--- src/design/hdpa_defs.svh ---
`ifndef HDPA_DEFS_SVH
`define HDPA_DEFS_SVH

// Timing
`define HDPA_CLK_HZ          50000000
`define HDPA_TICK_S          1
`define HDPA_TICK_CYCLES     (`HDPA_CLK_HZ * `HDPA_TICK_S)
`define HDPA_SEC_PER_MIN     16'h003C

// Outdoor derate thresholds in whole degrees F
`define HDPA_DERATE_HIGH_F   8'sh20
`define HDPA_DERATE_LOW_F    -8'sh28
`define HDPA_DERATE_SPAN_F   24'h000048

// Sensor type codes
`define HDPA_INLET_NONE      2'h0
`define HDPA_INLET_LOW       2'h1
`define HDPA_INLET_HIGH      2'h2
`define HDPA_LIM_NONE        2'h0
`define HDPA_LIM_DUAL10K     2'h1
`define HDPA_LIM_SINGLE10K   2'h2
`define HDPA_LIM_SINGLE12K   2'h3
`define HDPA_OD_NONE         2'h0
`define HDPA_OD_10K          2'h1
`define HDPA_OD_12K          2'h2

// Widths and reset values
`define HDPA_ANN_W           8
`define HDPA_TIMER_RST       16'h0000

`endif

--- src/design/hdpa_pkg.sv ---
package hdpa_pkg;

    typedef enum logic [1:0] {
        SRC_NONE,
        SRC_HEAT,
        SRC_GROUP,
        SRC_WATER
    } hdpa_src_t;

    typedef struct packed {
        logic [15:0] timer;
        logic [25:0] tick;
        logic        waterPrev;
        hdpa_src_t   sel;
        logic        burner;
        logic        ovr;
        logic [7:0]  annun;
        logic [2:0]  verify;
        logic        cfgOk;
        logic        lockout;
        logic        safetyEn;
    } hdpa_state_t;

endpackage

--- src/design/hdpa_arbiter.sv ---
`timescale 1ns/1ps
`default_nettype none
`include "hdpa_defs.svh"

module hdpa_arbiter #(
    parameter int TICK_CYCLES = `HDPA_TICK_CYCLES
) (
    input  wire logic                    clk,
    input  wire logic                    nrst,
    input  wire logic                    heatDemandIn,
    input  wire logic                    waterDemandIn,
    input  wire logic                    groupDemandIn,
    input  wire logic                    groupMasterIn,
    input  wire logic [`HDPA_ANN_W-1:0]  annunIn,
    input  wire logic                    heatEnable,
    input  wire logic                    waterEnable,
    input  wire logic                    groupSlaveEnable,
    input  wire logic                    waterOverGroup,
    input  wire logic                    waterOverHeat,
    input  wire logic [7:0]              overrideMin,
    input  wire logic [5:0]              overrideSec,
    input  wire logic                    derateEnable,
    input  wire logic signed [7:0]       outdoorTemp,
    input  wire logic                    annunEnable,
    input  wire logic                    burnerSwitch,
    input  wire logic                    antiShortCycle,
    input  wire logic                    configured,
    input  wire logic                    steamVariant,
    input  wire logic [1:0]              inletType,
    input  wire logic [1:0]              outletType,
    input  wire logic [1:0]              waterType,
    input  wire logic [1:0]              stackType,
    input  wire logic [1:0]              outdoorType,
    output logic                         burnerDemand,
    output var hdpa_pkg::hdpa_src_t      activeSource,
    output logic                         waterOverrideActive,
    output logic [15:0]                  overrideRemain,
    output logic [`HDPA_ANN_W-1:0]       annunOut,
    output logic [2:0]                   safetyVerifyReq,
    output logic                         sensorCfgValid,
    output logic                         burnerLockout,
    output logic                         safetyOutEnable
);

    localparam int PIN_W = 4 + `HDPA_ANN_W;

    hdpa_pkg::hdpa_state_t st_q;
    hdpa_pkg::hdpa_state_t st_d;
    logic [PIN_W-1:0]      pinSync;
    logic [15:0]           effSec;
    logic                  heatSync;
    logic                  waterSync;
    logic                  groupSync;
    logic                  masterSync;
    logic [`HDPA_ANN_W-1:0] annunSync;
    logic                  groupControl;
    logic                  heatReq;
    logic                  groupReq;
    logic                  waterReq;
    logic                  overrideNow;
    logic                  waterBeatsGroup;
    logic                  waterBeatsHeat;
    logic                  tickNow;
    logic                  inletOk;
    logic                  limitsOk;
    logic                  outdoorOk;
    hdpa_pkg::hdpa_src_t   winner;

    hdpa_sync #(
        .W (PIN_W)
    ) u_sync (
        .clk  (clk),
        .nrst (nrst),
        .din  ({heatDemandIn, waterDemandIn, groupDemandIn, groupMasterIn, annunIn}),
        .dout (pinSync)
    );

    hdpa_derate u_derate (
        .clk         (clk),
        .nrst        (nrst),
        .derateEnable (derateEnable),
        .outdoorTemp (outdoorTemp),
        .overrideMin (overrideMin),
        .overrideSec (overrideSec),
        .effSec      (effSec)
    );

    assign {heatSync, waterSync, groupSync, masterSync, annunSync} = pinSync;

    assign groupControl    = groupSlaveEnable && masterSync;
    assign groupReq        = groupControl && groupSync;
    assign heatReq         = heatEnable && heatSync && !groupControl;
    // Steam units have no domestic water loop
    assign waterReq        = waterEnable && !steamVariant && waterSync;
    assign overrideNow     = waterReq && (st_q.timer != 16'h0000);
    // Override only adds wins; a setting that already wins stays untouched
    assign waterBeatsGroup = waterOverGroup || overrideNow;
    assign waterBeatsHeat  = waterOverHeat || overrideNow;
    assign tickNow     = (st_q.tick == 26'(TICK_CYCLES - 1));

    always_comb
    begin
        if (waterReq && (!groupReq || waterBeatsGroup) && (!heatReq || waterBeatsHeat))
        begin
            winner = hdpa_pkg::SRC_WATER;
        end
        else if (groupReq)
        begin
            winner = hdpa_pkg::SRC_GROUP;
        end
        else if (heatReq)
        begin
            winner = hdpa_pkg::SRC_HEAT;
        end
        else
        begin
            winner = hdpa_pkg::SRC_NONE;
        end
    end

    always_comb
    begin
        inletOk = 1'b0;
        if (inletType == `HDPA_INLET_LOW || inletType == `HDPA_INLET_HIGH)
        begin
            inletOk = 1'b1;
        end
        limitsOk  = (outletType != `HDPA_LIM_NONE) && (waterType != `HDPA_LIM_NONE)
                    && (stackType != `HDPA_LIM_NONE);
        outdoorOk = steamVariant ? (outdoorType == `HDPA_OD_NONE)
                    : (outdoorType == `HDPA_OD_10K || outdoorType == `HDPA_OD_12K);
    end

    always_comb
    begin
        st_d = st_q;
        st_d.waterPrev = waterReq;
        st_d.tick      = tickNow ? 26'h0000000 : st_q.tick + 26'h0000001;
        if (!waterReq)
        begin
            st_d.timer = `HDPA_TIMER_RST;
        end
        else if (!st_q.waterPrev)
        begin
            st_d.timer = effSec;
        end
        else if (tickNow && st_q.timer != 16'h0000)
        begin
            st_d.timer = st_q.timer - 16'h0001;
        end
        st_d.sel = winner;
        st_d.ovr = overrideNow;
        // Anti short cycle holds off everything but a winning domestic water call
        st_d.burner = configured && burnerSwitch && (winner != hdpa_pkg::SRC_NONE)
                      && (!antiShortCycle || winner == hdpa_pkg::SRC_WATER);
        st_d.annun    = annunEnable ? annunSync : '0;
        st_d.verify   = {stackType == `HDPA_LIM_DUAL10K, waterType == `HDPA_LIM_DUAL10K,
                         outletType == `HDPA_LIM_DUAL10K};
        st_d.cfgOk    = inletOk && limitsOk && outdoorOk;
        st_d.lockout  = !configured;
        st_d.safetyEn = configured;
    end

    always_ff @(posedge clk or negedge nrst)
    begin
        if (!nrst)
        begin
            st_q         <= '0;
            st_q.lockout <= 1'b1;
        end
        else
        begin
            st_q <= st_d;
        end
    end

    assign burnerDemand      = st_q.burner;
    assign activeSource      = st_q.sel;
    assign waterOverrideActive = st_q.ovr;
    assign overrideRemain    = st_q.timer;
    assign annunOut          = st_q.annun;
    assign safetyVerifyReq   = st_q.verify;
    assign sensorCfgValid    = st_q.cfgOk;
    assign burnerLockout     = st_q.lockout;
    assign safetyOutEnable   = st_q.safetyEn;

    property p_ch_ignored;
        @(posedge clk) disable iff (!nrst)
        groupControl |=> activeSource != hdpa_pkg::SRC_HEAT;
    endproperty
    a_ch_ignored: assert property (p_ch_ignored)
        else $error("central heat selected under lead/lag master");

    property p_prio_setting;
        @(posedge clk) disable iff (!nrst)
        (waterReq && !overrideNow && groupReq && !waterOverGroup)
        |=> activeSource == hdpa_pkg::SRC_GROUP;
    endproperty
    a_prio_setting: assert property (p_prio_setting)
        else $error("domestic water beat lead/lag without priority");

    property p_override_wins;
        @(posedge clk) disable iff (!nrst)
        overrideNow |=> activeSource == hdpa_pkg::SRC_WATER && waterOverrideActive;
    endproperty
    a_override_wins: assert property (p_override_wins)
        else $error("override did not give domestic water priority");

    property p_normal_wins;
        @(posedge clk) disable iff (!nrst)
        (waterReq && waterOverGroup && waterOverHeat) |=> activeSource == hdpa_pkg::SRC_WATER;
    endproperty
    a_normal_wins: assert property (p_normal_wins)
        else $error("domestic water lost despite top normal priority");

    property p_timer_clear;
        @(posedge clk) disable iff (!nrst)
        !waterReq |=> overrideRemain == 16'h0000 ##1 !waterOverrideActive;
    endproperty
    a_timer_clear: assert property (p_timer_clear)
        else $error("override timer not cleared on demand loss");

    property p_timer_load;
        @(posedge clk) disable iff (!nrst)
        (waterReq && !st_q.waterPrev) |=> overrideRemain == $past(effSec);
    endproperty
    a_timer_load: assert property (p_timer_load)
        else $error("override timer not loaded on demand rise");

    property p_timer_hold;
        @(posedge clk) disable iff (!nrst)
        (waterReq && st_q.waterPrev && !tickNow) |=> $stable(overrideRemain);
    endproperty
    a_timer_hold: assert property (p_timer_hold)
        else $error("override timer moved between seconds");

    property p_annun_off;
        @(posedge clk) disable iff (!nrst)
        !annunEnable |=> annunOut == '0;
    endproperty
    a_annun_off: assert property (p_annun_off)
        else $error("annunciator input passed while disabled");

    property p_burner_switch;
        @(posedge clk) disable iff (!nrst)
        !burnerSwitch |=> !burnerDemand;
    endproperty
    a_burner_switch: assert property (p_burner_switch)
        else $error("burner fired with switch off");

    property p_unconfigured;
        @(posedge clk) disable iff (!nrst)
        !configured |=> burnerLockout && !safetyOutEnable && !burnerDemand;
    endproperty
    a_unconfigured: assert property (p_unconfigured)
        else $error("unconfigured unit not locked out");

    property p_asc;
        @(posedge clk) disable iff (!nrst)
        (antiShortCycle && winner != hdpa_pkg::SRC_WATER) |=> !burnerDemand;
    endproperty
    a_asc: assert property (p_asc)
        else $error("anti short cycle bypassed by non-priority demand");

    property p_verify;
        @(posedge clk) disable iff (!nrst)
        (outletType == `HDPA_LIM_DUAL10K) |=> safetyVerifyReq[0];
    endproperty
    a_verify: assert property (p_verify)
        else $error("dual outlet sensor not flagged for verification");

    property p_inlet_unset;
        @(posedge clk) disable iff (!nrst)
        (inletType == `HDPA_INLET_NONE) |=> !sensorCfgValid;
    endproperty
    a_inlet_unset: assert property (p_inlet_unset)
        else $error("unconfigured inlet type accepted as valid");

endmodule // hdpa_arbiter

`default_nettype wire

--- src/design/hdpa_sync.sv ---
`timescale 1ns/1ps
`default_nettype none

module hdpa_sync #(
    parameter int W = 1
) (
    input  wire logic         clk,
    input  wire logic         nrst,
    input  wire logic [W-1:0] din,
    output logic      [W-1:0] dout
);

    typedef struct packed {
        logic [W-1:0] s1;
        logic [W-1:0] s2;
    } hdpa_sync_t;

    hdpa_sync_t st_q;
    hdpa_sync_t st_d;

    always_comb
    begin
        st_d.s1 = din;
        st_d.s2 = st_q.s1;
    end

    always_ff @(posedge clk or negedge nrst)
    begin
        if (!nrst)
        begin
            st_q <= '0;
        end
        else
        begin
            st_q <= st_d;
        end
    end

    assign dout = st_q.s2;

endmodule // hdpa_sync

`default_nettype wire

--- src/design/hdpa_derate.sv ---
`timescale 1ns/1ps
`default_nettype none
`include "hdpa_defs.svh"

module hdpa_derate (
    input  wire logic              clk,
    input  wire logic              nrst,
    input  wire logic              derateEnable,
    input  wire logic signed [7:0] outdoorTemp,
    input  wire logic        [7:0] overrideMin,
    input  wire logic        [5:0] overrideSec,
    output logic             [15:0] effSec
);

    typedef struct packed {
        logic [15:0] eff;
    } hdpa_derate_t;

    hdpa_derate_t st_q;
    hdpa_derate_t st_d;
    logic [15:0]  progSec;
    logic [23:0]  scaled;
    logic [7:0]   offset;

    assign progSec = 16'(overrideMin * `HDPA_SEC_PER_MIN) + {10'h000, overrideSec};
    assign offset  = 8'(outdoorTemp - `HDPA_DERATE_LOW_F);

    always_comb
    begin
        scaled = '0;
        if (!derateEnable || outdoorTemp >= `HDPA_DERATE_HIGH_F)
        begin
            st_d.eff = progSec;
        end
        else if (outdoorTemp <= `HDPA_DERATE_LOW_F)
        begin
            st_d.eff = 16'h0000;
        end
        else
        begin
            // Truncating divide: never grants more override than the line allows
            scaled   = ({8'h00, progSec} * {16'h0000, offset}) / `HDPA_DERATE_SPAN_F;
            st_d.eff = scaled[15:0];
        end
    end

    always_ff @(posedge clk or negedge nrst)
    begin
        if (!nrst)
        begin
            st_q <= '0;
        end
        else
        begin
            st_q <= st_d;
        end
    end

    assign effSec = st_q.eff;

    property p_derate_full;
        @(posedge clk) disable iff (!nrst)
        (!derateEnable || outdoorTemp >= `HDPA_DERATE_HIGH_F) |=> effSec == $past(progSec);
    endproperty
    a_derate_full: assert property (p_derate_full)
        else $error("override time derated above upper threshold");

    property p_derate_zero;
        @(posedge clk) disable iff (!nrst)
        (derateEnable && outdoorTemp <= `HDPA_DERATE_LOW_F) |=> effSec == 16'h0000;
    endproperty
    a_derate_zero: assert property (p_derate_zero)
        else $error("override time not zero at lower threshold");

    property p_derate_mid;
        @(posedge clk) disable iff (!nrst)
        (derateEnable && outdoorTemp > `HDPA_DERATE_LOW_F && outdoorTemp < `HDPA_DERATE_HIGH_F)
        |=> effSec <= $past(progSec);
    endproperty
    a_derate_mid: assert property (p_derate_mid)
        else $error("derated time exceeds programmed time");

endmodule // hdpa_derate

`default_nettype wire

--- config.mk ---
export PLATFORM = sky130hd
export DESIGN_NAME = hdpa_arbiter
export DESIGN_NICKNAME = d
export VERILOG_FILES = /design/src/design/hdpa_pkg.sv /design/src/design/hdpa_arbiter.sv /design/src/design/hdpa_sync.sv /design/src/design/hdpa_derate.sv
export VERILOG_INCLUDE_DIRS = /design/src /design/src/design
export SDC_FILE = /design/constraint.sdc
export NUM_CORES = 1
export LEC_CHECK = 0
export ABC_CLOCK_PERIOD_IN_PS = 4900
export BUFFER_PORTS_ARGS = -buffer_cell sky130_fd_sc_hd__buf_4
export CAP_MARGIN = 25
export CORE_UTILIZATION = 50
export DETAILED_ROUTE_END_ITERATION = 10
export HOLD_SLACK_MARGIN = 0.12
export PLACE_DENSITY = 0.68
export SLEW_MARGIN = 40
export SYNTH_ARGS = -nofsm -noshare
export SYNTH_HDL_FRONTEND = slang
export SYNTH_SLANG_ARGS = --single-unit
--- constraint.sdc ---
create_clock -name clk -period 4.9 [get_ports clk]
set_clock_uncertainty 0.15 [all_clocks]
set_input_delay 0.49 -clock clk [delete_from_list [all_inputs] [get_ports clk]]
set_output_delay 0.49 -clock clk [all_outputs]
set_load 0.01 [all_outputs]
# --- Word level (Yosys, flattened, before mapping) ---
# Index checks and enable logic that the tools add are counted.
op_classes:
  add_sub_neg: 4
  n_mul: 2
  div: 1
  n_lt_le_gt_ge: 2
  n_eq_ne: 10
  shifts: 0
  muxes: 12
  bitwise: 0
  n_reduce_logical: 38
op_table:
  columns: ["cell", "n"]
  rows:
  - ["2-to-1 mux 16 bit", 5]
  - ["adder 26 x 1 -> 26 bit, second input constant", 1]
  - ["equality test 26 bit, second input constant", 1]
  - ["2-to-1 mux 26 bit", 1]
  - ["divider 24 x 7 -> 24 bit, second input constant", 1]
  - ["multiplier 16 x 8 -> 24 bit", 1]
  - ["logical AND 1 bit", 17]
  - ["nonzero test 16 bit", 1]
  - ["subtractor 16 x 1 -> 16 bit, second input constant", 1]
  - ["adder 14 x 6 -> 15 bit", 1]
  - ["multiplier 8 x 4 -> 12 bit, second input constant", 1]
  - ["equality test 2 x 1 -> 1 bit, second input constant", 5]
  - ["greater-or-equal comparator 8 x 7 -> 1 bit, second input constant", 1]
  - ["less-or-equal comparator 8 x 7 -> 1 bit, second input constant", 1]
  - ["logical OR 1 bit", 8]
  - ["2-to-1 mux 8 bit", 1]
  - ["nonzero test 2 bit", 4]
  - ["subtractor 8 x 7 -> 8 bit, second input constant", 1]
  - ["logical NOT 1 bit", 7]
  - ["equality test 2 bit, second input constant", 3]
  - ["2-to-1 mux 2 bit", 2]
  - ["2-to-1 mux 1 bit", 3]
  - ["!= test 3 x 2 -> 1 bit, second input constant", 1]
  - ["logical NOT 2 bit", 1]
totals:
  register_bits: 101
  latchBits: 0
  mem_bits_rw: 0
  romBits: 0
  inputBits: 57
  out_inout_bits: 34
  wordCells: 83
  n_memories: 0

# --- Depth between registers and ports, before layout ---
logic_depth:
  ltp_word: 12
  ltp_mapped: 58
  depth_no_buf: 55

# --- By module ---
# Synthesis repeated with hierarchy kept, for this count alone.
unflattened:
  cells_unflattened: 1342
  hier_area_um2: 12114.1
by_module_without_submodules:
  columns: ["module", "instances", "cells_per_inst", "area_per_inst_um2", "seq_area_each_um2"]
  rows:
  - ["hdpa_derate", 1, 998, 8145.3, 400.4]
  - ["hdpa_arbiter", 1, 320, 3368.2, 1527.7]
  - ["hdpa_sync", 1, 24, 600.6, 600.6]

# --- Worst setup path before layout ---
# Ideal clock, no wire load.
synth_timing:
  path_kind: "input -> register"
  from: "input port overrideMin[3]"
  to: "register u_derate.st_q (netlist bit u_derate.effSec[0])"
  setup_time_ns: 0.104
  arrival_ns: 13.805
  required_ns: 4.646
  path_slack_ns: -9.159
  stages: 50
  n_path_buf: 1
  path_cell_list: "inv_1 fa_1 fa_1 inv_1 ha_1 a21oi_1 o21bai_1 a21oi_1 o21bai_1 a21oi_1 xnor2_1 nand3_1 xnor2_1 nor2b_1 fa_1 fa_1 fa_1 fa_1 [14 not listed] mux2_4 o311ai_4 nand2_4 o41ai_4 nor2_2 o41a_1 a311oi_1 mux2_1 and2_4 or3_1 and4_1 mux2_1 a22oi_1 o2bb2ai_2 o211ai_4 xnor2_1 o31a_1 o311ai_1"
synth_rtl:
  columns: ["item", "line_no", "rtl"]
  rows:
  - ["start, declared", "hdpa_arbiter.sv:20", "input wire logic [7:0] overrideMin,"]
  - ["end signal, assigned", "hdpa_derate.sv:55", "st_q <= st_d;"]
  - ["end, declared", "hdpa_derate.sv:19", "hdpa_derate_t st_q;"]

==> impl_metrics.toml <==
[worst_setup_path]
cp_common_cell = "buf_4"
worstRegToRegCells = 11
timing.rr.start = "st_q[21]$_DFF_PN0_"
cp-end-kind = "flop"
crit_start = "overrideMin[0]"
critPathSlowestCell = "fa_1"
critPathLaunchType = "input port"
rrSetupSlack_ns = 0.66
crit_required_ns = 4.96
slowest_delay_ns = 0.55
path_class = "input port to flop"
worstReg2RegEnd = "overrideRemain[13]$_DFFE_PN0P_"
cp_max_fo = 6
crit_arrival_ns = 13.78

[clock_tree]
cts_tree = "done"
h-tree-depth = 3
path_clk_slew_ns = 0.08
clock_sinks = 101
cts_buffers = 9
cts_root_buf = "clkbuf_16"
clkLatencyLatePin_ns = 0.35
clk_path_buf_depth = 2

[sta]
setup_viol = 16
maxSlewViolCount = 0
hold_viol_final = 0
max_freq_ghz = 0.0729
setup_tns_ns = -97.22
tightest_slew_ns = 0.863
timing.final.ws_setup_ns = -8.81
fin_crit_ns = 13.71
fin_crit_sh_pct = 280
rsz0062_at_grt = "true"
slew_headroom_pct = 41.9

[route]
drt_pass1_iterations = 5
postRouteAntennaNets = 0
drc = 0
vias_per_cell = 5.65
wire_per_inst_um = 16.9
drt-total-wl_um = 36600
vias = 12200
first_iter_violations = 787

[synthesis]
synth.largest_area_cell = "dfrtp_1"
ys_seq_area_share_pct = 20.9
synth_top_area_share_pct = 20.7
syn-cell-area_sq_um = 12100
ys.flop_type = "dfrtp_1"
synth_top_family_by_area = "adder cells"
async_flop_share_pct = 100
synth.area.mux_share_pct = 1.68
avgSynthCellArea_sq_um = 8.73
synth-edff-count = 0
yosysUniqueCellTypes = 102
ys_top_cells_by_area = "dfrtp_1 21%, fa_1 15%, ha_1 7.2%"
ys_warn_count = 0
synth-xor-area-share_pct = 7.02
yosys.area_share.adder_pct = 22.5
yosys.area_share.simple_pct = 21.3
synth_compound_area_share_pct = 19.5
synth-seq-cells = 101
syn_nets = 1607
synth_cells = 1388

[worst_hold_path]
min_path_type = "input port to flop"
worstHoldEndpoint = "safetyVerifyReq[0]$_DFF_PN0_"
whs_path_depth = 2
worstHoldStart = "outletType[1]"

[floorplan]
die_h_um = 158
die_x_um = 158
start_util_pct = 51.3
io_pins = 91
fp.coreArea_sq_um = 23600
rows = 56
die-area_sq_um = 24900

[final_layout]
layout_commonest_cell = "buf_4"
syn2layout_area_growth_pct = 47.8
n_antenna_cell = 0
final_net_count = 2056
layout_common_cells = "456 x buf_4, 123 x inv_1, 112 x nand2_1, 99 x dfrtp_1, 93 x nor2_1"
final_area_sq_um = 17900
drive_above_1_share_pct = 41.0

[run]
maxCapViolations = 0

[placed_design]
hpwlAfterDp_um = 27000
place_congestion = 0.966
io_buffer_count = 90
place_area_sq_um = 16000
place_ws_ns = -9.23

[status]
violations = "negative setup slack"
outcome = "finished with violations"

[grt]
grt_max_degree = 77
grt_pass1_vias = 12300
grt_use_total_pct = 29.2
antenna_found_initial = 0
grt_pass1_wl_um = 58200
overflow = 0
==> routing by layer <==
layer	part of all wire, %	global-route usage [%]	wire (um)
met3	4.2	2.22	1550
met2	51	52.2	18700
met4	2.9	10.6	1070
met5	0	0	0
met1	42	36.7	15200
==> through the flow <==
| stage | hold slack [ns] | instances | util [%] |
|---|---|---|---|
| floorplan | 0.0444 | 1388 | - |
| global placement | 0.182 | 2080 | 67.6 |
| detailed placement | 0.185 | 2080 | 67.6 |
| CTS | 0.129 | 2144 | 73.5 |
| global route | 0.127 | 2161 | 75.9 |
| finish | 0.136 | 2161 | 75.9 |
==> worst max-delay path by stage <==
| stage | cells past startpoint | to |
|---|---|---|
| 5_1_grt | 59 | u_derate.effSec[0]$_DFF_PN0_ |
| 3_5_place_dp | 54 | u_derate.effSec[0]$_DFF_PN0_ |
| 2_1_floorplan | 54 | u_derate.effSec[0]$_DFF_PN0_ |
| 6_report | 57 | u_derate.effSec[0]$_DFF_PN0_ |
| 3_3_place_gp | 55 | u_derate.effSec[0]$_DFF_PN0_ |
| 4_1_cts | 57 | u_derate.effSec[0]$_DFF_PN0_ |
==> synthesized netlist by cell type (all sizes together) (28+ instances only) <==
cell type  number
xnor2          60
nor2          111
and2           48
ha             70
dfrtp         100
nand2         121
a211oi         31
inv           131
nor3           35
nand2b         28
o21ai          50
nand3          35
fa             92
a21oi          73
xor2           35
buf            45
==> state kept, by name, indices dropped and copies added (netlist names), 2 cells and up <==
| register | count |
|---|---|
| u_derate.effSec | 16 |
| u_sync.dout | 12 |
| st_q | 27 |
| overrideRemain | 16 |
| u_sync.st_d | 12 |
| safetyVerifyReq | 3 |
| annunOut | 8 |
| activeSource | 2 |
==> critical path: cells and delay by family <==
kind                     cells  cell delay [ns]
XOR/XNOR                     1             0.11
buffers and inverters       15             1.82
AND/OR/NAND/NOR              9             2.11
adder cells (fa/ha/maj)      9             4.08
multiplexers                 3             0.89
AO/OA/AOI/OAI               20             4.21
==> cell families after synthesis <==
kind of cell | Yosys count
compound gates | 323
simple gates | 493
mux | 17
xor+xnor | 95
flops | 101
buf+inv | 196
fa+ha+maj | 163
==> layout make-up <==
type	count	area, sq um
Multi-Input combinational cell	1092	10200
Fill cell	1580	5700
Timing Repair Buffer	502	3970
Sequential cell	101	2530
Inverter	131	492
Tap cell	319	399
Clock buffer	9	225
Clock inverter	7	86.3
==> what timing repair did <==
action | CTS | global route
endpoints found under the setup margin | 16 | 16
hold buffers | 14 | 0
pin swaps | 75 | 63
gates resized for setup | 115 | 93
hold endpoints to repair | 87 | 0
gates cloned | 1 | 0
buffers inserted | 34 | 22
Power is not shown: default switching activity piles up to over one toggle a cycle in this logic, so the estimate is an artifact.
